File: src/common/alc_defs.svh
// Purpose: register indices, field positions, reset values, code limits
// Assumes: byte address is four times the register index
// Notes: definitions only
`ifndef ALC_DEFS_SVH
`define ALC_DEFS_SVH

`define ALC_IDX_STATUS1 8'h00
`define ALC_IDX_AIN_BASE 8'h04
`define ALC_IDX_MASK1 8'h0e
`define ALC_IDX_CFG1 8'h18
`define ALC_IDX_CFG3 8'h1a
`define ALC_IDX_OFS_INT 8'h21
`define ALC_IDX_OFS_EXT 8'h22
`define ALC_IDX_LIM_BASE 8'h30

`define ALC_AIN_CH 4
`define ALC_LIM_NUM 8

`define ALC_CFG1_MON_EN 0
`define ALC_CFG1_PIN_LO 1
`define ALC_CFG1_PIN_HI 2
`define ALC_CFG1_INT_POL 3
`define ALC_CFG3_RES10 1
`define ALC_CFG3_REF_VDD 4
`define ALC_CFG3_THA_EN 5
`define ALC_CFG3_THB_EN 6

`define ALC_PIN_EXT_SENSOR 2'h3

`define ALC_CFG1_RST 8'h08
`define ALC_CFG3_RST 8'h00
`define ALC_MASK1_RST 8'h00
`define ALC_OFS_RST 8'hd8
`define ALC_HLIM_RST 8'hff
`define ALC_LLIM_RST 8'h00

`define ALC_DAC8_MAX 10'h0ff
`define ALC_DAC10_MAX 10'h3ff

`endif

File: src/common/alc_pkg.sv
// Purpose: carrier types of the analog-input limit block
// Assumes: nothing
// Notes: constants live in alc_defs.svh
package alc_pkg;

    typedef struct packed {
        logic wr;
        logic [7:0] idx;
    } alc_bus_req_type;

    typedef struct packed {
        logic valid;
        logic [1:0] chan;
        logic [9:0] value;
    } alc_ain_sample_type;

    typedef struct packed {
        logic valid;
        logic ext;
        logic [9:0] quarter;
    } alc_temp_sample_type;

endpackage : alc_pkg

File: src/core/alc_therm_code.sv
// Purpose: temperature to thermal DAC code, one per DAC
// Assumes: temperature in signed quarter degrees
// Notes: below the zero-volt point the code rests at zero
`timescale 1ns/10ps
`include "alc_defs.svh"
module alc_therm_code (
    input wire logic hclk, // clock
    input wire logic hresetn, // async reset, active low
    input wire logic load, // take a new temperature
    input wire logic res10, // 10-bit mode when high
    input wire logic [9:0] temp_q, // signed quarter degrees
    input wire logic [7:0] offset, // zero-volt temperature code
    output logic [9:0] code_r // DAC code
);
    wire signed [11:0] zero_q = $signed({{2{offset[7]}}, offset, 2'b00});
    wire signed [11:0] temp_s = $signed({{2{temp_q[9]}}, temp_q});
    wire signed [11:0] diff_q = temp_s - zero_q;
    wire signed [11:0] step = res10 ? diff_q : (diff_q >>> 2);
    wire [9:0] full = res10 ? `ALC_DAC10_MAX : `ALC_DAC8_MAX;
    wire over = step[10:0] > {1'b0, full};
    wire [9:0] code_nxt = step[11] ? 10'h000 : (over ? full : step[9:0]);

    always_ff @(posedge hclk or negedge hresetn) begin
        if (!hresetn) begin
            code_r <= 10'h000;
        end else if (load) begin
            code_r <= code_nxt;
        end
    end
endmodule : alc_therm_code

File: src/core/alc_top.sv
// Purpose: analog-input limit compare, thermal DAC codes, AHB-Lite regs
// Assumes: single-word AHB-Lite transfers, converter samples on ports
// Notes: zero wait states, always OKAY
//
// The AHB-Lite register port is this design's own decision.
`timescale 1ns/10ps
`include "alc_defs.svh"
module alc_top (
    input wire logic hclk, // bus clock, 100 MHz
    input wire logic hresetn, // async reset, active low
    input wire logic hsel, // slave select
    input wire logic [9:0] haddr, // byte address
    input wire logic [1:0] htrans, // transfer type
    input wire logic hwrite, // write when high
    input wire logic [2:0] hsize, // word only
    input wire logic [31:0] hwdata, // write data
    input wire logic hready, // bus ready
    output logic hreadyout, // slave ready
    output logic hresp, // response, always okay
    output logic [31:0] hrdata, // read data
    input wire alc_pkg::alc_ain_sample_type ain_sample, // converter result
    input wire alc_pkg::alc_temp_sample_type temp_sample, // temperature
    output logic conv_enable, // converter may run
    output logic adc_ref_vdd, // reference from supply when high
    output logic [1:0] shared_pin_function, // shared pin use
    output logic therm_a_sel, // DAC A follows internal temperature
    output logic therm_b_sel, // DAC B follows external temperature
    output logic [9:0] dac_a_code, // thermal code for DAC A
    output logic [9:0] dac_b_code, // thermal code for DAC B
    output logic dac_a_upd, // one-cycle update strobe, DAC A
    output logic dac_b_upd, // one-cycle update strobe, DAC B
    output logic irq // interrupt output
);
    alc_pkg::alc_bus_req_type req_r;
    logic [7:0] status1_r;
    logic [7:0] mask1_r;
    logic [7:0] cfg1_r;
    logic [7:0] cfg3_r;
    logic [7:0] ofs_int_r;
    logic [7:0] ofs_ext_r;
    logic [7:0] lim_r [0:`ALC_LIM_NUM-1];
    logic [9:0] ain_r [0:`ALC_AIN_CH-1];
    logic [31:0] hrdata_r;
    logic irq_r;
    logic dac_a_upd_r;
    logic dac_b_upd_r;

    // address phase
    wire accept = hsel & htrans[1] & hready;
    wire [7:0] addr_idx = haddr[9:2];
    wire rd_accept = accept & ~hwrite;
    wire [7:0] wr_byte = hwdata[7:0];
    wire rd_status = rd_accept & (addr_idx == `ALC_IDX_STATUS1);

    // data phase writes
    wire wr_mask1 = req_r.wr & (req_r.idx == `ALC_IDX_MASK1);
    wire wr_cfg1 = req_r.wr & (req_r.idx == `ALC_IDX_CFG1);
    wire wr_cfg3 = req_r.wr & (req_r.idx == `ALC_IDX_CFG3);
    wire wr_ofs_int = req_r.wr & (req_r.idx == `ALC_IDX_OFS_INT);
    wire wr_ofs_ext = req_r.wr & (req_r.idx == `ALC_IDX_OFS_EXT);
    wire wr_lim = req_r.wr & (req_r.idx[7:3] == 5'(`ALC_IDX_LIM_BASE >> 3));

    // next values let a read right after a write see the new byte
    wire [7:0] mask1_nxt = wr_mask1 ? wr_byte : mask1_r;
    wire [7:0] cfg1_nxt = wr_cfg1 ? wr_byte : cfg1_r;
    wire [7:0] cfg3_nxt = wr_cfg3 ? wr_byte : cfg3_r;
    wire [7:0] ofs_int_nxt = wr_ofs_int ? wr_byte : ofs_int_r;
    wire [7:0] ofs_ext_nxt = wr_ofs_ext ? wr_byte : ofs_ext_r;
    logic [7:0] lim_nxt [0:`ALC_LIM_NUM-1];

    // configuration outputs
    // gate conversions
    assign conv_enable = cfg1_r[`ALC_CFG1_MON_EN];
    assign adc_ref_vdd = cfg3_r[`ALC_CFG3_REF_VDD];
    assign shared_pin_function = cfg1_r[`ALC_CFG1_PIN_HI:`ALC_CFG1_PIN_LO];
    wire ext_sensor = shared_pin_function == `ALC_PIN_EXT_SENSOR;
    assign therm_a_sel = cfg3_r[`ALC_CFG3_THA_EN];
    assign therm_b_sel = cfg3_r[`ALC_CFG3_THB_EN] & ext_sensor;
    wire res10 = cfg3_r[`ALC_CFG3_RES10];
    wire int_pol = cfg1_r[`ALC_CFG1_INT_POL];

    // analog sample intake
    // pins 1,2 idle as sensor
    wire chan_blocked = ext_sensor & ~ain_sample.chan[1];
    wire ain_take = ain_sample.valid & conv_enable & ~chan_blocked;
    wire [7:0] ain_top = ain_sample.value[9:2];

    logic [7:0] set_vec;
    genvar g;
    generate
        for (g = 0; g < `ALC_AIN_CH; g = g + 1) begin : g_chan
            wire hit = ain_take & (ain_sample.chan == 2'(g));
            wire [7:0] hlim = lim_r[2*g];
            wire [7:0] llim = lim_r[2*g+1];
            wire hi_viol = ain_top > hlim;
            wire lo_viol = ain_top <= llim;
            assign set_vec[2*g] = hit & hi_viol & ~mask1_r[2*g];
            assign set_vec[2*g+1] = hit & lo_viol & ~mask1_r[2*g+1];

            always_ff @(posedge hclk or negedge hresetn) begin
                if (!hresetn) begin
                    ain_r[g] <= 10'h000;
                end else if (hit) begin
                    ain_r[g] <= ain_sample.value;
                end
            end
        end
        for (g = 0; g < `ALC_LIM_NUM; g = g + 1) begin : g_lim
            wire sel = wr_lim & (req_r.idx[2:0] == 3'(g));
            assign lim_nxt[g] = sel ? wr_byte : lim_r[g];
            always_ff @(posedge hclk or negedge hresetn) begin
                if (!hresetn) begin
                    lim_r[g] <= (g % 2 == 1) ? `ALC_LLIM_RST : `ALC_HLIM_RST;
                end else begin
                    lim_r[g] <= lim_nxt[g];
                end
            end
        end
    endgenerate

    // sticky status, a new event wins over the clear-on-read
    // flag capture
    wire [7:0] status1_nxt = (status1_r & ~{8{rd_status}}) | set_vec;
    wire pending = |(status1_r & ~mask1_r);
    wire irq_nxt = int_pol ? pending : ~pending;

    // thermal DAC codes
    wire temp_ok = temp_sample.valid & conv_enable;
    wire load_a = temp_ok & ~temp_sample.ext & therm_a_sel;
    wire load_b = temp_ok & temp_sample.ext & therm_b_sel;

    alc_therm_code u_therm_a (
        .hclk(hclk),
        .hresetn(hresetn),
        .load(load_a),
        .res10(res10),
        .temp_q(temp_sample.quarter),
        .offset(ofs_int_r),
        .code_r(dac_a_code)
    );

    alc_therm_code u_therm_b (
        .hclk(hclk),
        .hresetn(hresetn),
        .load(load_b),
        .res10(res10),
        .temp_q(temp_sample.quarter),
        .offset(ofs_ext_r),
        .code_r(dac_b_code)
    );

    // read selection
    wire is_ain = addr_idx[7:2] == 6'(`ALC_IDX_AIN_BASE >> 2);
    wire is_lim = addr_idx[7:3] == 5'(`ALC_IDX_LIM_BASE >> 3);
    wire [9:0] rd_val =
        (addr_idx == `ALC_IDX_STATUS1) ? {2'b00, status1_r} :
        (addr_idx == `ALC_IDX_MASK1) ? {2'b00, mask1_nxt} :
        (addr_idx == `ALC_IDX_CFG1) ? {2'b00, cfg1_nxt} :
        (addr_idx == `ALC_IDX_CFG3) ? {2'b00, cfg3_nxt} :
        (addr_idx == `ALC_IDX_OFS_INT) ? {2'b00, ofs_int_nxt} :
        (addr_idx == `ALC_IDX_OFS_EXT) ? {2'b00, ofs_ext_nxt} :
        is_ain ? ain_r[addr_idx[1:0]] :
        is_lim ? {2'b00, lim_nxt[addr_idx[2:0]]} :
        10'h000;

    always_ff @(posedge hclk or negedge hresetn) begin
        if (!hresetn) begin
            req_r <= '0;
        end else begin
            req_r.wr <= accept & hwrite;
            req_r.idx <= addr_idx;
        end
    end

    always_ff @(posedge hclk or negedge hresetn) begin
        if (!hresetn) begin
            hrdata_r <= 32'h0000_0000;
        end else if (rd_accept) begin
            hrdata_r <= {22'h00_0000, rd_val};
        end
    end

    always_ff @(posedge hclk or negedge hresetn) begin
        if (!hresetn) begin
            mask1_r <= `ALC_MASK1_RST;
            cfg1_r <= `ALC_CFG1_RST;
            cfg3_r <= `ALC_CFG3_RST;
            ofs_int_r <= `ALC_OFS_RST;
            ofs_ext_r <= `ALC_OFS_RST;
        end else begin
            mask1_r <= mask1_nxt;
            cfg1_r <= cfg1_nxt;
            cfg3_r <= cfg3_nxt;
            ofs_int_r <= ofs_int_nxt;
            ofs_ext_r <= ofs_ext_nxt;
        end
    end

    always_ff @(posedge hclk or negedge hresetn) begin
        if (!hresetn) begin
            status1_r <= 8'h00;
            irq_r <= 1'b0;
            dac_a_upd_r <= 1'b0;
            dac_b_upd_r <= 1'b0;
        end else begin
            status1_r <= status1_nxt;
            irq_r <= irq_nxt;
            dac_a_upd_r <= load_a;
            dac_b_upd_r <= load_b;
        end
    end

    // zero wait states keep the slave simple; no error response exists
    assign hreadyout = 1'b1;
    assign hresp = 1'b0;
    assign hrdata = hrdata_r;
    assign irq = irq_r;
    assign dac_a_upd = dac_a_upd_r;
    assign dac_b_upd = dac_b_upd_r;
endmodule : alc_top

File: config.mk
export PLATFORM = sky130hd
export DESIGN_NAME = alc_top
export DESIGN_NICKNAME = d
export VERILOG_FILES = /design/src/common/alc_pkg.sv /design/src/core/alc_therm_code.sv /design/src/core/alc_top.sv
export VERILOG_INCLUDE_DIRS = /design/src /design/src/common
export SDC_FILE = /design/constraint.sdc
export NUM_CORES = 1
export LEC_CHECK = 0
export ABC_AREA = 1
export BUFFER_PORTS_ARGS = -buffer_cell sky130_fd_sc_hd__buf_2
export CAP_MARGIN = 20
export CORE_MARGIN = 3
export CORE_UTILIZATION = 31
export DETAILED_ROUTE_END_ITERATION = 10
export GPL_TIMING_DRIVEN = 0
export MAX_ROUTING_LAYER = met4
export PLACE_DENSITY = 0.53
export SYNTH_ARGS = -nofsm -noshare
export SYNTH_HDL_FRONTEND = slang
export SYNTH_HIERARCHICAL = 1
export SYNTH_SLANG_ARGS = --single-unit
File: constraint.sdc
create_clock -name hclk -period 2.1 [get_ports hclk]
set_input_delay 0.21 -clock hclk [delete_from_list [all_inputs] [get_ports hclk]]
set_output_delay 0.21 -clock hclk [all_outputs]
set_load 0.01 [all_outputs]
==> out/summary.txt, run 1 <==
status -> complete, but fails checks
failing checks -> negative setup slack
clock power share -> 40.5%
Worst-Skew Late Latency -> 0.45 ns
crit share post-route -> 115%
most frequent cells in the layout -> nand2_1 (472), inv_1 (233), dfrtp_1 (153)
Initial DRC Count -> 691
Rows -> 70
Core ar. -> 0.0370 mm²
final layout net count -> 1893
Initial Utilization -> 31.9%
actual slew at the worst max-slew pin -> 1.15 ns
HPWL after DPL -> 28.6 mm
Pre-antenna DRT Iters -> 5
Post-DRT Antenna Nets -> 0
height of the die -> 201 µm
initial antenna violation count -> 0
fmax -> 414 MHz
number of global-route vias before repair -> 10500
Seq. cell area -> 0.00491 mm²
headroom to the max-slew limit -> 23.2%
root buf cell -> clkbuf_16
commonest non-fill, non-tap cell in the layout -> nand2_1
Critical Path AT -> 2.76 ns
total power after layout -> 9.02 mW
pwr dens -> 633 mW/mm²
I/O Pins -> 140
VDD IR max -> 588 µV
Gate Count Post-Synth -> 1584
setup ws final -> -0.315 ns
Comb pwr share -> 14.0%
# DRC -> 0
clk sinks -> 194
Max-cap violations -> 0
Inserted Diodes -> 0
Clock Tree Buf Depth -> 2
RSZ-0062 raised after global routing -> yes
global-route wire length before repair -> 61.2 mm
WP data required -> 2.44 ns
Startpoint Class -> register
max-slew violations -> 0
Routed WL -> 39.4 mm
switching pwr -> 2.63 mW
Primary FF master, synth -> dfrtp_1
via count -> 10700
Async SR Flop Fraction -> 100%
TritonCTS clock tree -> yes
RePlAce Congestion -> 0.953
placed cell count -> 2199
slowest stage cell, crit path -> dfrtp_1
sequential share of the synthesized area -> 41.6%
global route overflow -> 0
clk_skew -> 0.0139 ns
Post-synth EDFFs -> 0
share of power burned in registers -> 45.5%
Hold Fails Final Rpt -> 0
cell-by-cell trace of the critical path -> nor2_4, nand2_2, nor2_4, buf_12, buf_12, buf_12, nand3_1, nand2_2, nand2_2, nand4_1, nand2_1, nand3_2, nand4_1, nand2_1, nand2_1, nand2_1, nand2_1
min Tclk post-route -> 2.41 ns
Sw Ratio -> 29.1%
CP bufs+invs -> 3
final cell count without fillers -> 2251
Crit Path Class -> reg2reg
Avg WL per Cell -> 17.5 µm
setup TNS -> -2.01 ns
GRT Overall Usage -> 20.1%
Num CTS Buffers -> 17
Layout area overhead -> 20.6%
Slowest Stage Delay on Critical Path -> 0.40 ns
layout cell share with drive strength beyond 1 -> 18.6%
synthesized area per cell -> 7.45 µm²
Setup violations, final -> 8
flops & latches, synth -> 194
Largest delay share family, worst path -> simple AND/OR/NAND/NOR gates
H-tree levels -> 4
fill count -> 3930
Clock Pin Slew Worst Setup and Hold Paths -> 0.08 ns
most used cell along the critical path -> nand2_1
DR vias/cell -> 4.77
PortBufs -> 84
largest net degree at the start of global routing -> 108
pre-CTS WS -> -0.550 ns
leakage power -> 7.91 nW
die area -> 0.0404 mm²
Post-Syn Area -> 0.0118 mm²
Yosys cell types -> 48
area of the multi-input gates -> 0.00595 mm²
synth warn -> 6
Crit. End Element -> register
worst-path fanout max -> 7
Min-Delay Path Class -> in2reg
Pint -> 6.39 mW
Die Wd -> 201 µm
## routing by layer
metal  wire length [µm]  vias to the layer above  track usage [%]
li1                   -                     5350                -
met1              17900                     5018             26.3
met2              18000                      317             31.4
met3               2160                       58             3.70
met4               1310                        0             6.70
met5                  0                        -                -
## through the flow
step | utilization, % | hold WS [ns] | area (µm²)
2_1_floorplan | - | -0.0856 | 11900
3_3_place_gp | 34.9 | 0.334 | 12900
3_5_place_dp | 35.1 | 0.276 | 13000
4_1_cts | 37.5 | 0.0322 | 13900
5_1_grt | 38.4 | 0.0335 | 14200
6_report | 38.4 | 0.0549 | 14200
## layout make-up
class,count,area share (%)
sequential,194,34.5
multi-input combinational,1096,41.8
buffer,63,2.94
inverter,253,6.77
clock buffer,19,3.18
clock inverter,13,1.33
timing repair buffer,109,5.06
tap,504,4.43
## power by group through the flow
stage	Clock (mW)	Sequential (mW)	Combinational, mW
6_report	3.65	4.10	1.27
5_1_grt	3.88	4.13	1.43
4_1_cts	3.72	4.10	1.24
3_5_place_dp	0	4.17	1.21
3_3_place_gp	0	4.17	1.18
2_1_floorplan	0	4.17	0.665
## Yosys cell counts, types with 15 or more instances
master,count,area share (%)
nand3_1,151,6.4
o21ai_1,34,1.4
nand2_1,504,16
buf_4,28,1.8
inv_2,15,0.48
o21ai_0,99,4.2
inv_1,233,7.4
clkbuf_1,20,0.64
a21oi_1,49,2.1
ha_1,80,8.5
nand4_1,17,0.90
dfrtp_1,153,32
dfstp_2,41,9.1
nor2_1,45,1.4
## cells by family (layout without fill, tap and decap cells)
family / after synthesis / in the layout / synth area share [%]
other: 2 / 24 / 0.0636
and+or+nand+nor: 760 / 760 / 27.4
DFF: 194 / 194 / 41.6
xor gates and xnor gates: 3 / 3 / 0.223
buffers and inverters: 316 / 457 / 11.3
adders and majority gates: 82 / 82 / 8.82
AOI/OAI and AO/OA: 227 / 227 / 10.6
## tightest hold or removal path: cells and delay by family
| family | cells | cell delay [ns] |
|---|---|---|
| and+or+nand+nor | 2 | 0.16 |
| buffers and inverters | 1 | 0.14 |
## sequential cells by signal, summed over array words and instances (netlist names)
signal            cells
cfg3_r                8
dac_b_upd             1
u_therm_b/code_r     10
hrdata               10
cfg1_r                8
req_r                 9
g_chan.llim          32
dac_a_upd             1
ain_r                40
ofs_int_r             8
g_chan.hlim          32
status1_r             8
ofs_ext_r             8
mask1_r               8
u_therm_a/code_r     10
irq                   1
## worst paths after layout
| path | from | end | slack (ns) | cells past startpoint |
|---|---|---|---|---|
| worst max-delay path | req_r[7] | hrdata[0] | -0.31 | 17 |
| worst min register to register | u_therm_a/code_r[8] | u_therm_a/code_r[8] | 0.47 | 2 |
| max in group asynchronous | hresetn | u_therm_b/code_r[7] | 0.77 | 3 |
| worst min-delay path | hwdata[7] | g_chan[2].hlim[7] | 0.05 | 3 |
| worst max register to register | req_r[7] | hrdata[0] | -0.31 | 17 |
| min in group asynchronous | hresetn | ain_r[20] | 0.35 | 2 |
## repair_timing
| action | CTS | global route |
|---|---|---|
| cloned | 1 | 2 |
| endpoints found under the hold margin | 64 | 0 |
| hold buffers | 10 | 0 |
| setup buffers | 3 | 3 |
| pin swaps | 17 | 34 |
| resized for setup | 27 | 72 |
| setup endpoints to repair | 18 | 49 |
(Power assumes the default switching activity.)
==> run 2, diff against run 1 <==
Clock period 2.1 ns to 2.8 ns, I/O delays scaled along.
==> run 2 against run 1 <==
  * The run now ends clean
  * Critical path depth decreased by 2
  * Critical endpoint is now hrdata[2]
  * Sequential share of layout area grew 1.3 points
  * Flip-flop and latch count unchanged
==> out/summary.txt, run 2 (synthesis gave the netlist of run 1 again) <==
Rows -> 70 (unchanged)
commonest non-fill, non-tap cell in the layout -> nand2_1
layout cell share with drive strength beyond 1 -> 14.3% (-4.4 points)
min Tclk post-route -> 2.69 ns (+0.279 ns)
largest register by flop count -> ain_r
initial antenna violation count -> 0 (unchanged)
RePlAce Congestion -> 0.953 (unchanged)
Pre-antenna DRT Iters -> 5 (unchanged)
most frequent cells in the layout -> nand2_1 (504), inv_1 (233), dfrtp_1 (153)
TritonCTS clock tree -> yes
Largest delay share family, worst path -> simple AND/OR/NAND/NOR gates
global route overflow -> 0 (unchanged)
crit path to -> hrdata[2]
Placed Instance Area -> 0.0130 mm² (unchanged)
Core ar. -> 0.0370 mm² (unchanged)
Clock Tree Buf Depth -> 2 (unchanged)
I/O Pins -> 140 (unchanged)
Inserted Diodes -> 0 (unchanged)
Post-DRT Antenna Nets -> 0 (unchanged)
largest net degree at the start of global routing -> 108 (unchanged)
final layout net count -> 1879 (-0.74%)
Critical Path AT -> 3.08 ns (+0.32 ns)
Die Wd -> 201 µm (unchanged)
Routed WL -> 38.7 mm (-1.7%)
Hold Fails Final Rpt -> 0 (unchanged)
final instance area -> 0.0137 mm² (-3.7%)
setup TNS -> 0 ns (+2.01 ns)
beginning of the critical path -> req_r[7]
Stages on worst setup path -> 15 (-2)
height of the die -> 201 µm (unchanged)
Largest register FFs -> 40 (unchanged)
pwr dens -> 490 mW/mm² (-23%)
GRT Overall Usage -> 19.9% (-0.13 points)
Worst-Skew Late Latency -> 0.45 ns (about the same)
crit share post-route -> 96.2% (-19 points)
Slowest Stage Delay on Critical Path -> 0.38 ns (-0.02 ns)
placed cell count -> 2199 (unchanged)
leakage power -> 7.73 nW (-2.3%)
HPWL after DPL -> 28.6 mm (unchanged)
Setup violations, final -> 0 (-8)
Initial DRC Count -> 709 (+2.6%)
Max-cap violations -> 0 (unchanged)
RSZ-0062 raised after global routing -> no
global-route wire length before repair -> 60.8 mm (-0.63%)
WP data required -> 3.19 ns (+0.75 ns)
worst-path fanout max -> 10 (+3)
Crit Path Class -> reg2reg
H-tree levels -> 4 (unchanged)
Clock Pin Slew Worst Setup and Hold Paths -> 0.08 ns (about the same)
Crit. End Element -> register
Setup Buffers After CTS -> 0 (-3)
Min-Delay Path Class -> in2reg
HP Start -> haddr[7]
r2r startpoint -> req_r[7]
most used cell along the critical path -> nand2_1
Startpoint Class -> register
clk sinks -> 194 (unchanged)
status -> complete, no violations
VDD IR max -> 450 µV (-23%)
# DRC -> 0 (unchanged)
cell-by-cell trace of the critical path -> nor2_2, nand2_1, nor2_4, buf_6, buf_4, nand3_1, nand3_1, nand4_1, nand2_1, nand3_1, nand4_1, nand2_1, nand2_1, nand2_1, nand2_1
die area -> 0.0404 mm² (unchanged)
Avg WL per Cell -> 17.3 µm (-1.1%)
via count -> 10600 (-0.95%)
DR vias/cell -> 4.76 (-0.33%)
Initial Utilization -> 31.9% (unchanged)
Num CTS Buffers -> 17 (unchanged)
Layout area overhead -> 16.1%
max-slew violations -> 0 (unchanged)
actual slew at the worst max-slew pin -> 1.13 ns (-0.0190 ns)
root buf cell -> clkbuf_16
number of global-route vias before repair -> 10400 (-0.51%)
Worst R2R End -> hrdata[2]
fmax -> 371 MHz (-10%)
PortBufs -> 84 (unchanged)
CP bufs+invs -> 2 (-1)
final cell count without fillers -> 2237 (-0.62%)
slowest stage cell, crit path -> dfrtp_1
clk_skew -> 0.0137 ns (-0.000219 ns)
Worst R2R Setup Slack -> 0.11 ns (+0.42 ns)
headroom to the max-slew limit -> 24.5% (+1.3 points)
Reg2Reg Depth -> 15 (-2)
-- run 2: cell count changes in the layout (fill, tap and decap cells not counted), sizes merged --
cell,before,now
bufinv,4,3
clkinv,7,8
buf,138,131
dlygate4sd3,10,6
clkbuf,43,40
-- run 2: how the worst min path moves through the flow --
stage	end	slack, ns	cells after the start
after floorplan	ain_r[0]	-0.02	0
after global placement	req_r[7]	0.40	1
after detailed placement	ain_r[20]	0.35	1
after CTS	req_r[5]	0.001	1
after global routing	req_r[5]	0.005	1
final	req_r[5]	0.03	1
-- run 2: worst register-to-register path: stages, from the launching register on --
cell	delay, ns
dfrtp_1	0.38
nor2_2	0.20
nand2_1	0.14
nor2_4	0.21
buf_6	0.22
buf_4	0.21
nand3_1	0.11
nand3_1	0.18
nand4_1	0.23
nand2_1	0.15
nand3_1	0.14
nand4_1	0.15
nand2_1	0.08
nand2_1	0.11
nand2_1	0.08
nand2_1	0.06
-- run 2: area by class of cell --
| class | count | area, µm² |
|---|---|---|
| fill | 3943 | 23300 |
| multi-input combinational | 1096 | 5650 |
| sequential | 194 | 4910 |
| inverter | 253 | 950 |
| tap | 504 | 631 |
| timing repair buffer | 95 | 538 |
| clock buffer | 19 | 453 |
| buffer | 63 | 384 |
| clock inverter | 13 | 189 |
-- run 2: power breakdown --
| part | switching, mW | internal [mW] |
|---|---|---|
| sequential | 0.0909 | 2.98 |
| clock | 1.24 | 1.49 |
| combinational | 0.614 | 0.300 |
-- run 2: what timing repair did --
action,4_1_cts,5_1_grt
setup endpoints to repair,0,4
gates resized for setup,0,4
hold endpoints to repair,60,0
hold buffers,6,0
-- run 2: per-layer routing --
metal,track usage [%],wire (µm),vias up
li1,-,-,5312
met1,26.2,17800,4968
met2,31.0,17500,301
met3,3.79,2140,60
met4,6.73,1270,0
met5,-,0,-
-- run 2: through the flow --
| step | util (%) | hold WS (ns) | worst slack [ns] | total power [mW] |
|---|---|---|---|---|
| after floorplan | - | -0.0156 | 1.00 | 3.63 |
| after global placement | 34.9 | 0.404 | -2.03 | 4.01 |
| after detailed placement | 35.1 | 0.346 | 0.0796 | 4.03 |
| after CTS | 37.0 | 0.000980 | 0.104 | 6.78 |
| after global routing | 37.0 | 0.00518 | 0.0106 | 7.05 |
| final | 37.0 | 0.0298 | 0.106 | 6.72 |
